### src/rtl/dcst_pkg.sv
// Purpose: Constants for the DSP configuration and self-test register bank
// Assumes: Byte-wide register port, addresses as printed
// Notes:   Shared by the design and the bench
package dcst_pkg;
  // ==========================================================================
  // Register addresses
  localparam logic [7:0] DCST_ADDR_TYPE_SEL  = 8'h42;
  localparam logic [7:0] DCST_ADDR_INT_PIN   = 8'h43;
  localparam logic [7:0] DCST_ADDR_SELF_TEST = 8'h44;
  localparam logic [7:0] DCST_ADDR_LPF       = 8'h40;
  // ==========================================================================
  // Reset values
  localparam logic [7:0] DCST_RST_TYPE_SEL  = 8'h00;
  localparam logic [7:0] DCST_RST_INT_PIN   = 8'h00;
  localparam logic [7:0] DCST_RST_SELF_TEST = 8'h00;
  localparam logic [7:0] DCST_RST_LPF       = 8'h30;
  // ==========================================================================
  // Field positions
  localparam int DCST_SLOT1_LSB   = 2;
  localparam int DCST_INT_OUT_BIT = 2;
  localparam int DCST_TEST_LSB    = 4;
  localparam logic [7:0] DCST_SELF_TEST_CRC_MASK = 8'h0F;
  // ==========================================================================
  // Slot one type codes
  localparam logic [1:0] DCST_TYPE_PRESSURE = 2'h1;
  localparam logic [1:0] DCST_TYPE_TEMP     = 2'h3;
  // ==========================================================================
  // Test patterns
  localparam logic [15:0] DCST_PAT_ZERO = 16'h0000;
  localparam logic [15:0] DCST_PAT_AAAA = 16'hAAAA;
  localparam logic [15:0] DCST_PAT_5555 = 16'h5555;
  localparam logic [15:0] DCST_PAT_FFFF = 16'hFFFF;
  // ==========================================================================
  // Datapath restart time after a selector change
  localparam int DCST_INIT_CYCLES = 16;
  // ==========================================================================
  // Output source states
  typedef enum logic [3:0] {
    DCST_SRC_NORMAL  = 4'b0001,
    DCST_SRC_PATTERN = 4'b0010,
    DCST_SRC_DIGITAL = 4'b0100,
    DCST_SRC_RESV    = 4'b1000
  } dcst_src_t;
endpackage : dcst_pkg

### src/rtl/dcst_regs.sv
// Purpose: DSP configuration and self-test register bank
// Assumes: Register port from the serial interface, one-cycle write strobe
// Notes:   Slot one is loaded from datapath inputs, test patterns or digital test outputs
`timescale 1ns/10ps
module dcst_regs
  import dcst_pkg::*;
(
  input  wire logic        clock,
  input  wire logic        rst_b,
  input  wire logic        reg_wr,
  input  wire logic [7:0]  reg_addr,
  input  wire logic [7:0]  reg_wdata,
  output logic      [7:0]  reg_rdata,
  input  wire logic        dsp_valid,
  input  wire logic [15:0] dsp_pressure,
  input  wire logic [15:0] dsp_temp,
  input  wire logic [15:0] dst_out [4],
  input  wire logic        int_event,
  output logic             int_pin_o,
  output logic             int_pin_oe,
  output logic             dsp_restart,
  output logic             dsp_busy,
  output logic      [7:0]  slot_one_low_byte,
  output logic      [7:0]  slot_one_high_byte,
  output logic      [7:0]  crc_image,
  output logic      [3:0]  lowpass_select
);
  // ==========================================================================
  // Registers
  logic [7:0]  type_q, type_d, pin_q, pin_d, st_q, st_d, lpf_q, lpf_d;
  logic [4:0]  init_q, init_d;
  logic [15:0] slot_q, slot_d;
  logic        rst_q, rst_d;
  logic [3:0]  test_function_sel;
  logic [1:0]  slot_one_type_sel;
  dcst_src_t   src;

  function automatic logic [15:0] pattern(input logic [1:0] c);
    case (c)
      2'h0:    pattern = DCST_PAT_ZERO;
      2'h1:    pattern = DCST_PAT_AAAA;
      2'h2:    pattern = DCST_PAT_5555;
      default: pattern = DCST_PAT_FFFF;
    endcase
  endfunction : pattern

  assign test_function_sel = st_q[DCST_TEST_LSB +: 4];
  assign slot_one_type_sel = type_q[DCST_SLOT1_LSB +: 2];

  always_comb begin
    case (test_function_sel[3:2])
      2'h0:    src = (test_function_sel[1]) ? DCST_SRC_RESV : DCST_SRC_NORMAL;
      2'h1:    src = DCST_SRC_PATTERN;
      2'h3:    src = DCST_SRC_DIGITAL;
      default: src = DCST_SRC_RESV;
    endcase
  end

  // ==========================================================================
  // Register writes and datapath restart
  always_comb begin
    type_d = type_q;
    pin_d  = pin_q;
    st_d   = st_q;
    lpf_d  = lpf_q;
    rst_d  = 1'b0;
    init_d = (init_q != 5'h00) ? init_q - 5'h01 : init_q;
    if (reg_wr) begin
      case (reg_addr)
        DCST_ADDR_TYPE_SEL: begin
          type_d = reg_wdata;
          if (reg_wdata != type_q) begin
            rst_d  = 1'b1;
            init_d = 5'(DCST_INIT_CYCLES);
          end
        end
        DCST_ADDR_INT_PIN:   pin_d = reg_wdata;
        DCST_ADDR_SELF_TEST: st_d  = reg_wdata;
        DCST_ADDR_LPF:       lpf_d = reg_wdata;
        default: ;
      endcase
    end
  end

  always_ff @(posedge clock or negedge rst_b) begin
    if (!rst_b) begin
      type_q <= DCST_RST_TYPE_SEL;
      pin_q  <= DCST_RST_INT_PIN;
      st_q   <= DCST_RST_SELF_TEST;
      lpf_q  <= DCST_RST_LPF;
      rst_q  <= 1'b0;
      init_q <= 5'h00;
    end else begin
      type_q <= type_d;
      pin_q  <= pin_d;
      st_q   <= st_d;
      lpf_q  <= lpf_d;
      rst_q  <= rst_d;
      init_q <= init_d;
    end
  end

  // ==========================================================================
  // Slot one contents
  always_comb begin
    slot_d = slot_q;
    case (src)
      DCST_SRC_PATTERN: slot_d = pattern(test_function_sel[1:0]);
      DCST_SRC_DIGITAL: slot_d = dst_out[test_function_sel[1:0]];
      DCST_SRC_NORMAL: begin
        if (dsp_valid && init_q == 5'h00) begin
          if (slot_one_type_sel == DCST_TYPE_PRESSURE)
            slot_d = dsp_pressure;
          else if (slot_one_type_sel == DCST_TYPE_TEMP)
            slot_d = dsp_temp;
        end
      end
      default: slot_d = slot_q;
    endcase
  end

  always_ff @(posedge clock or negedge rst_b) begin
    if (!rst_b) slot_q <= DCST_PAT_ZERO;
    else        slot_q <= slot_d;
  end

  // ==========================================================================
  // Outputs
  always_comb begin
    case (reg_addr)
      DCST_ADDR_TYPE_SEL:  reg_rdata = type_q;
      DCST_ADDR_INT_PIN:   reg_rdata = pin_q;
      DCST_ADDR_SELF_TEST: reg_rdata = st_q;
      DCST_ADDR_LPF:       reg_rdata = lpf_q;
      default:             reg_rdata = 8'h00;
    endcase
  end

  // Driven only while int_event is set: drive the active level, high or low per the polarity bit
  assign int_pin_o  = ~pin_q[DCST_INT_OUT_BIT];
  assign int_pin_oe = int_event;
  assign dsp_restart = rst_q;
  assign dsp_busy    = (init_q != 5'h00);
  assign slot_one_low_byte  = slot_q[7:0];
  assign slot_one_high_byte = slot_q[15:8];
  assign lowpass_select     = lpf_q[7:4];
  // Error-check image: self-test field masked out
  assign crc_image = type_q ^ lpf_q ^ pin_q
                     ^ (st_q & DCST_SELF_TEST_CRC_MASK);

  // ==========================================================================
  // Assertions
  a_pattern_zero: assert property (
    @(posedge clock) disable iff (!rst_b)
    (test_function_sel == 4'h4) |=> (slot_q == DCST_PAT_ZERO))
    else $error("zero pattern not forced");
  a_pattern_force: assert property (
    @(posedge clock) disable iff (!rst_b)
    (test_function_sel == 4'h5) |=> (slot_q == DCST_PAT_AAAA))
    else $error("pattern not forced");
  a_pattern_fives: assert property (
    @(posedge clock) disable iff (!rst_b)
    (test_function_sel == 4'h6) |=> (slot_q == DCST_PAT_5555))
    else $error("fives pattern not forced");
  a_pattern_ones: assert property (
    @(posedge clock) disable iff (!rst_b)
    (test_function_sel == 4'h7) |=> (slot_q == DCST_PAT_FFFF))
    else $error("ones pattern not forced");
  a_temp_select: assert property (
    @(posedge clock) disable iff (!rst_b)
    (src == DCST_SRC_NORMAL && dsp_valid && !dsp_busy
     && slot_one_type_sel == DCST_TYPE_TEMP)
    |=> (slot_q == $past(dsp_temp)))
    else $error("temperature not loaded");
  a_press_select: assert property (
    @(posedge clock) disable iff (!rst_b)
    (test_function_sel[3:1] == 3'h0 && dsp_valid && !dsp_busy
     && slot_one_type_sel == DCST_TYPE_PRESSURE)
    |=> (slot_q == $past(dsp_pressure)))
    else $error("pressure not loaded");
  a_restart_busy: assert property (
    @(posedge clock) disable iff (!rst_b)
    dsp_restart |-> dsp_busy [*8])
    else $error("restart without busy window");
  a_busy_hold: assert property (
    @(posedge clock) disable iff (!rst_b)
    (src == DCST_SRC_NORMAL && dsp_busy) |=> $stable(slot_q))
    else $error("sample taken during restart");
  a_digital_out: assert property (
    @(posedge clock) disable iff (!rst_b)
    (test_function_sel == 4'hE) |=> (slot_q == $past(dst_out[2])))
    else $error("digital test output missing");
  a_pin_high: assert property (
    @(posedge clock) disable iff (!rst_b)
    (!pin_q[DCST_INT_OUT_BIT] && int_event) |-> (int_pin_oe && int_pin_o))
    else $error("active high drive wrong");
  a_pin_low: assert property (
    @(posedge clock) disable iff (!rst_b)
    (pin_q[DCST_INT_OUT_BIT] && int_event) |-> (int_pin_oe && !int_pin_o))
    else $error("active low drive wrong");
  a_pin_idle: assert property (
    @(posedge clock) disable iff (!rst_b)
    !int_event |-> !int_pin_oe)
    else $error("pin driven while idle");
  a_crc_mask: assert property (
    @(posedge clock) disable iff (!rst_b)
    $changed(st_q[7:4]) && $stable(st_q[3:0]) && $stable(type_q)
    && $stable(pin_q) && $stable(lpf_q) |-> $stable(crc_image))
    else $error("test field in error image");
  c_pattern: cover property (@(posedge clock) src == DCST_SRC_PATTERN);
  c_digital: cover property (@(posedge clock) src == DCST_SRC_DIGITAL);
  c_restart: cover property (@(posedge clock) dsp_restart);
  c_temp_load: cover property (@(posedge clock)
    src == DCST_SRC_NORMAL && dsp_valid && !dsp_busy
    && slot_one_type_sel == DCST_TYPE_TEMP);
  c_busy_drop: cover property (@(posedge clock) dsp_valid && dsp_busy);
endmodule : dcst_regs

### config.mk
export PLATFORM = sky130hd
export DESIGN_NAME = dcst_regs
export DESIGN_NICKNAME = d
export VERILOG_FILES = /design/src/rtl/dcst_pkg.sv /design/src/rtl/dcst_regs.sv
export SDC_FILE = /design/constraint.sdc
export NUM_CORES = 1
export LEC_CHECK = 0
export CORE_ASPECT_RATIO = 0.7
export CORE_MARGIN = 4
export CORE_UTILIZATION = 55
export CTS_CLUSTER_DIAMETER = 30
export DETAILED_ROUTE_END_ITERATION = 7
export DONT_BUFFER_PORTS = 1
export PLACE_DENSITY = 0.73
export RECOVER_POWER = 25
export SLEW_MARGIN = 0
export SYNTH_ARGS = -nofsm -noshare
export SYNTH_HDL_FRONTEND = slang
export SYNTH_SLANG_ARGS = --single-unit
### constraint.sdc
create_clock -name clock -period 2.3 [get_ports clock]
set_input_delay 0.46 -clock clock [delete_from_list [all_inputs] [get_ports clock]]
set_output_delay 0.46 -clock clock [all_outputs]
set_load 0.02 [all_outputs]
==> impl_metrics.ini, run 1 <==
[outcome]
status = finished with violations
violations = setup timing

[layout]
drive_gt1_share_pct = 30.8
final_nets = 458
final_common_cell = dfrtp_1
utilization_pct = 64.7
synthToLayoutAreaGrowth_pct = 14.3
antenna_cells = 0
final_cell_mix = dfrtp_1, mux2i_1, mux2_2, buf_4, nor2_1

[placed_design]
hpwl_um = 6840
gp_congestion = 0.772
dp_slack_ns = -0.161
port_buffers = 0

[sta]
fin_crit_ns = 2.42
finalCritPeriodShare_pct = 105
hold_violations = 0
worst_slack_ns = -0.116
slew_headroom_pct = 11.3
setup_viol = 1
max_freq_mhz = 414
rsz0062_at_grt = true
worst_pin_slew_ns = 1.33
finClkSkew_ns = 0.0100
drv_slew = 0
setup-tns-final_ns = -0.116

[setup_path]
end_kind = primary output
worstPathRequired_ns = 1.84
critPathMaxStageDelay_ns = 0.54
cp-start-kind = primary input
path_cells = or4b_4 -> or4b_4 -> nor3b_2 -> a221o_1
r2r_start = init_q[0]
cp_common_cell = or4b_4
cp.arrival_ns = 1.96
cp-startpoint = reg_addr[7]
crit_slowest_cell = or4b_4
path_class = in2out
cp_top_family = simple AND/OR/NAND/NOR gates
crit_fanout = 3
crit_buf_inv = 0

[synthesis]
syn_inst = 331
synth_top_flop_cell = dfrtp_1
seq_area_frac_synth_pct = 38.7
yosysWarnings = 0
ys_ff_latch = 54
synth-edff-count = 0
async_flop_share_pct = 100
avgSynthCellArea_um2 = 10.6
synthDistinctLibCells = 46
synth_fp_nets = 449
syn_area_mm2 = 0.00350

[global_routing]
grtUsageTotal_pct = 22.0
overflow = 0
antenna_found_initial = 0
grt_first_pass_wirelength_um = 13200
grt_max_degree = 55
grt_pass1_vias = 2543

[detailed_routing]
num_vias = 2666
viasPerCell = 6.36
first_pass_iters = 4
ant_nets = 0
drcViolationCount = 0
wl_um = 8790
wl_per_cell_um = 21.0
drt_iter0_markers = 61

[clock_network]
cts_tree = built
clk_path_buf_depth = 2
clk_pin_slew_ns = 0.10
cts_made_buffers = 5
clock-sinks = 54
cts_root_buf = clkbuf_8
insertion_delay_ns = 0.31
htreeDepth = 2

[floorplan]
boundaryPins = 157
die_w_um = 103
die_area_mm2 = 0.00772
core_area_mm2 = 0.00619
start_util_pct = 56.6
row_count = 24
die_height_um = 74.7

[power]
power_density_mw_per_mm2 = 726
p_total_uw = 2900
power.leakage_uw = 0.00174
irDropWorstVdd_mv = 0.434

[min_path]
hp-class = in2reg
min_from = reg_wdata[0]

[flow_run]
cap_violations = 0
-- registers in the layout, summed over array words and instances, names as in the netlist --
signal       flops
init_q           5
dsp_restart      1
type_q           8
st_q             8
pin_q            8
lpf_q            8
slot_q          16
-- per-layer routing --
layer | wire (µm) | track usage, % | vias to the layer above
li1 | - | - | 1247
met1 | 4000 | 31.9 | 1325
met2 | 4180 | 35.0 | 83
met3 | 547 | 4.81 | 11
met4 | 64 | 3.45 | 0
met5 | 0 | 0 | -
-- path summary, 6_finish.rpt --
check	slack (ns)	end	cells past startpoint
max	-0.12	reg_rdata[7]	4
min	0.29	st_q[0]	1
max reg2reg	0.28	slot_q[6]	7
min reg2reg	0.51	init_q[4]	1
max in group asynchronous	0.45	st_q[5]	2
min in group asynchronous	0.97	st_q[2]	2
-- cell type report --
cell class              count  area (µm²)
well taps                  78        97.6
inverters                   6        22.5
clock inverters             2        60.1
repair buffers             26         203
multi-input cells         247        2180
fillers                   504        2190
clock buffers               6        82.6
flip-flops and latches     54        1360
-- synthesized netlist by cell type (all sizes together) (2+ instances only) --
library cell | number | area (µm²)
a22o | 6 | 52.6
nor4b | 3 | 41.3
nor4 | 6 | 52.6
o21ai | 8 | 40.0
nor3 | 6 | 41.3
a21oi | 10 | 50.1
o22ai | 5 | 31.3
a211oi | 5 | 42.5
buf | 12 | 68.8
xor2 | 12 | 105
clkbuf | 12 | 45.0
nand3 | 3 | 15.0
o32a | 11 | 110
inv | 6 | 22.5
nor2 | 20 | 75.1
dfstp | 2 | 52.6
or4b | 2 | 23.8
dfrtp | 52 | 1300
nor2b | 3 | 18.8
a221oi | 2 | 17.5
xnor2 | 18 | 158
mux2 | 40 | 450
nand2 | 21 | 78.8
nand2b | 3 | 18.8
mux2i | 40 | 400
a22oi | 7 | 52.6
o21a | 4 | 30.0
-- stage by stage --
| stage | cells | hold slack (ns) | instance area (µm²) |
|---|---|---|---|
| floorplan | 331 | 0.164 | 3540 |
| global placement | 408 | 0.167 | 3700 |
| detailed placement | 408 | 0.167 | 3700 |
| CTS | 417 | 0.0113 | 3890 |
| global route | 419 | 0.273 | 4000 |
| finish | 419 | 0.290 | 4000 |
-- kinds of logic after synthesis --
| group | synth area share [%] |
|---|---|
| AO/OA/AOI/OAI | 13.8 |
| XOR/XNOR | 7.51 |
| adder cells (fa/ha/maj) | 0.358 |
| buffers and inverters | 3.90 |
| flip-flops | 38.7 |
| multiplexers | 24.3 |
| AND/OR/NAND/NOR | 11.4 |
-- repair_timing --
item | in CTS | in global routing
endpoints found under the setup margin | 8 | 22
setup buffers | 0 | 1
resized for setup | 7 | 27
hold endpoints to repair | 54 | 5
pin swaps | 0 | 6
hold buffers | 1 | 1
-- where the power goes --
group | total [µW] | switching (µW) | internal (µW) | leakage (µW)
Clock | 776 | 312 | 464 | 0.0000714
Combinational | 586 | 288 | 297 | 0.000974
Sequential | 1540 | 384 | 1160 | 0.000692
No activity file was read; power rests on OpenSTA's default activity.
==> inputs of run 2 (changes only) <==
--- a/config.mk
+++ b/config.mk
@@ -11,7 +11,7 @@
 export CTS_CLUSTER_DIAMETER = 30
 export DETAILED_ROUTE_END_ITERATION = 7
 export DONT_BUFFER_PORTS = 1
-export PLACE_DENSITY = 0.73
+export PLACE_DENSITY = 0.7
 export RECOVER_POWER = 25
 export SLEW_MARGIN = 0
 export SYNTH_ARGS = -nofsm -noshare
==> constraint.sdc (replaced) <==
create_clock -name clock -period 2.5 [get_ports clock]
set_input_delay 0.5 -clock clock [delete_from_list [all_inputs] [get_ports clock]]
set_output_delay 0.5 -clock clock [all_outputs]
set_load 0.02 [all_outputs]
==> impl_metrics.ini, run 2 (synthesis results as in run 1) <==
[layout]
synthToLayoutAreaGrowth_pct = 7.90
largest-register = slot_q
fin_cells = 415
final_common_cell = dfrtp_1
final_cell_mix = dfrtp_1, mux2_2, mux2i_1, nand2_1, nor2_1
final_nets = 454
largest_register_ffs = 16
drive_gt1_share_pct = 24.9
antenna_cells = 0

[sta]
hold_violations = 0
worst_pin_slew_ns = 1.32
setup_viol = 0
drv_slew = 0
max_freq_mhz = 400
finalCritPeriodShare_pct = 100
fin_crit_ns = 2.50
holdWs_ns = 0.336
rsz0062_at_grt = true
finClkSkew_ns = 0.00995
worst_slack_ns = 0.000862
slew_headroom_pct = 12.2
setup-tns-final_ns = 0

[floorplan]
start_util_pct = 56.6
boundaryPins = 157
die_area_mm2 = 0.00772
die_w_um = 103
core_area_mm2 = 0.00619
row_count = 24
die_height_um = 74.7

[min_path]
hp-class = in2reg
min_delay_path_depth = 1

[detailed_routing]
ant_nets = 0
num_vias = 2684
wl_um = 8970
first_pass_iters = 4
drt_iter0_markers = 94
drcViolationCount = 0
viasPerCell = 6.47
wl_per_cell_um = 21.6

[setup_path]
path_class = in2out
cp-start-kind = primary input
cp.arrival_ns = 2.00
worstRegToRegCells = 7
worstPathRequired_ns = 2.00
crit_fanout = 5
end_kind = primary output

[global_routing]
antenna_found_initial = 0
grt_first_pass_wirelength_um = 13300
grt_pass1_vias = 2556
overflow = 0
grt_max_degree = 53
grtUsageTotal_pct = 22.5

[clock_network]
clk_pin_slew_ns = 0.10
insertion_delay_ns = 0.31
cts_tree = built
post_cts_buffers = 0
clk_path_buf_depth = 2
htreeDepth = 2
cts_root_buf = clkbuf_8
cts_made_buffers = 5
clock-sinks = 54

[placed_design]
placedCellCount = 405
gp_congestion = 0.796
hpwl_um = 6830
dp_slack_ns = -0.0355
port_buffers = 0

[power]
p_clk_share_pct = 19.8
p_sw_uw = 891
swShare_pct = 36.7
power.leakage_uw = 0.00158
irDropWorstVdd_mv = 0.365
power_density_mw_per_mm2 = 643
pwr-share-seq_pct = 57.9
p_int_uw = 1540
p_total_uw = 2430
p_comb_share_pct = 22.3

[outcome]
status = finished, final reports clean

[flow_run]
cap_violations = 0
run 2: power groups by stage:
stage                     registers, µW  clock network, µW  logic (µW)
after global placement             1420                  0         500
after floorplan                    1360                  0         458
after detailed placement           1430                  0         524
after global routing               1430                546         605
final                              1410                480         542
after CTS                          1410                504         549
run 2: worst max-delay path: stages:
cell	delay [ns]
or4b_4	0.56
or4b_4	0.51
nor3b_2	0.18
a221o_1	0.25
run 2: timing repair:
action                                  in CTS  in global routing
hold endpoints to repair                    52                  2
endpoints found under the setup margin       1                 11
hold buffers                                 1                  1
pin swaps                                    1                  0
resized for setup                            0                  2
run 2: worst paths after layout:
kind | from | end | slack [ns]
max in group asynchronous | rst_b | st_q[5] | 1.15
hold / removal | reg_wdata[1] | pin_q[1] | 0.34
setup reg to reg | init_q[0] | slot_q[13] | 0.30
hold reg to reg | init_q[4] | init_q[4] | 0.50
setup / recovery | reg_addr[4] | reg_rdata[7] | 0.0009
min in group asynchronous | rst_b | type_q[7] | 0.48
run 2: metrics by stage:
stage / utilization (%) / cell area, µm²
after floorplan: - / 3520
after global placement: 59.3 / 3670
after detailed placement: 59.3 / 3670
after CTS: 61.2 / 3780
after global routing: 61.0 / 3770
final: 61.0 / 3770
run 2: layout make-up:
class	instances	area (µm²)
Timing Repair Buffer	22	178
Fill cell	533	2410
Clock buffer	6	72.6
Tap cell	78	97.6
Clock inverter	2	13.8
Inverter	6	22.5
Multi-Input combinational cell	247	2040
Sequential cell	54	1360
run 2: metal layers:
metal	track usage (%)	share of wire, %	up-vias
li1	-	-	1229
met1	32.0	45	1365
met2	35.8	47	86
met4	3.88	0.49	0
met3	5.37	7.4	4
met5	0	0	-
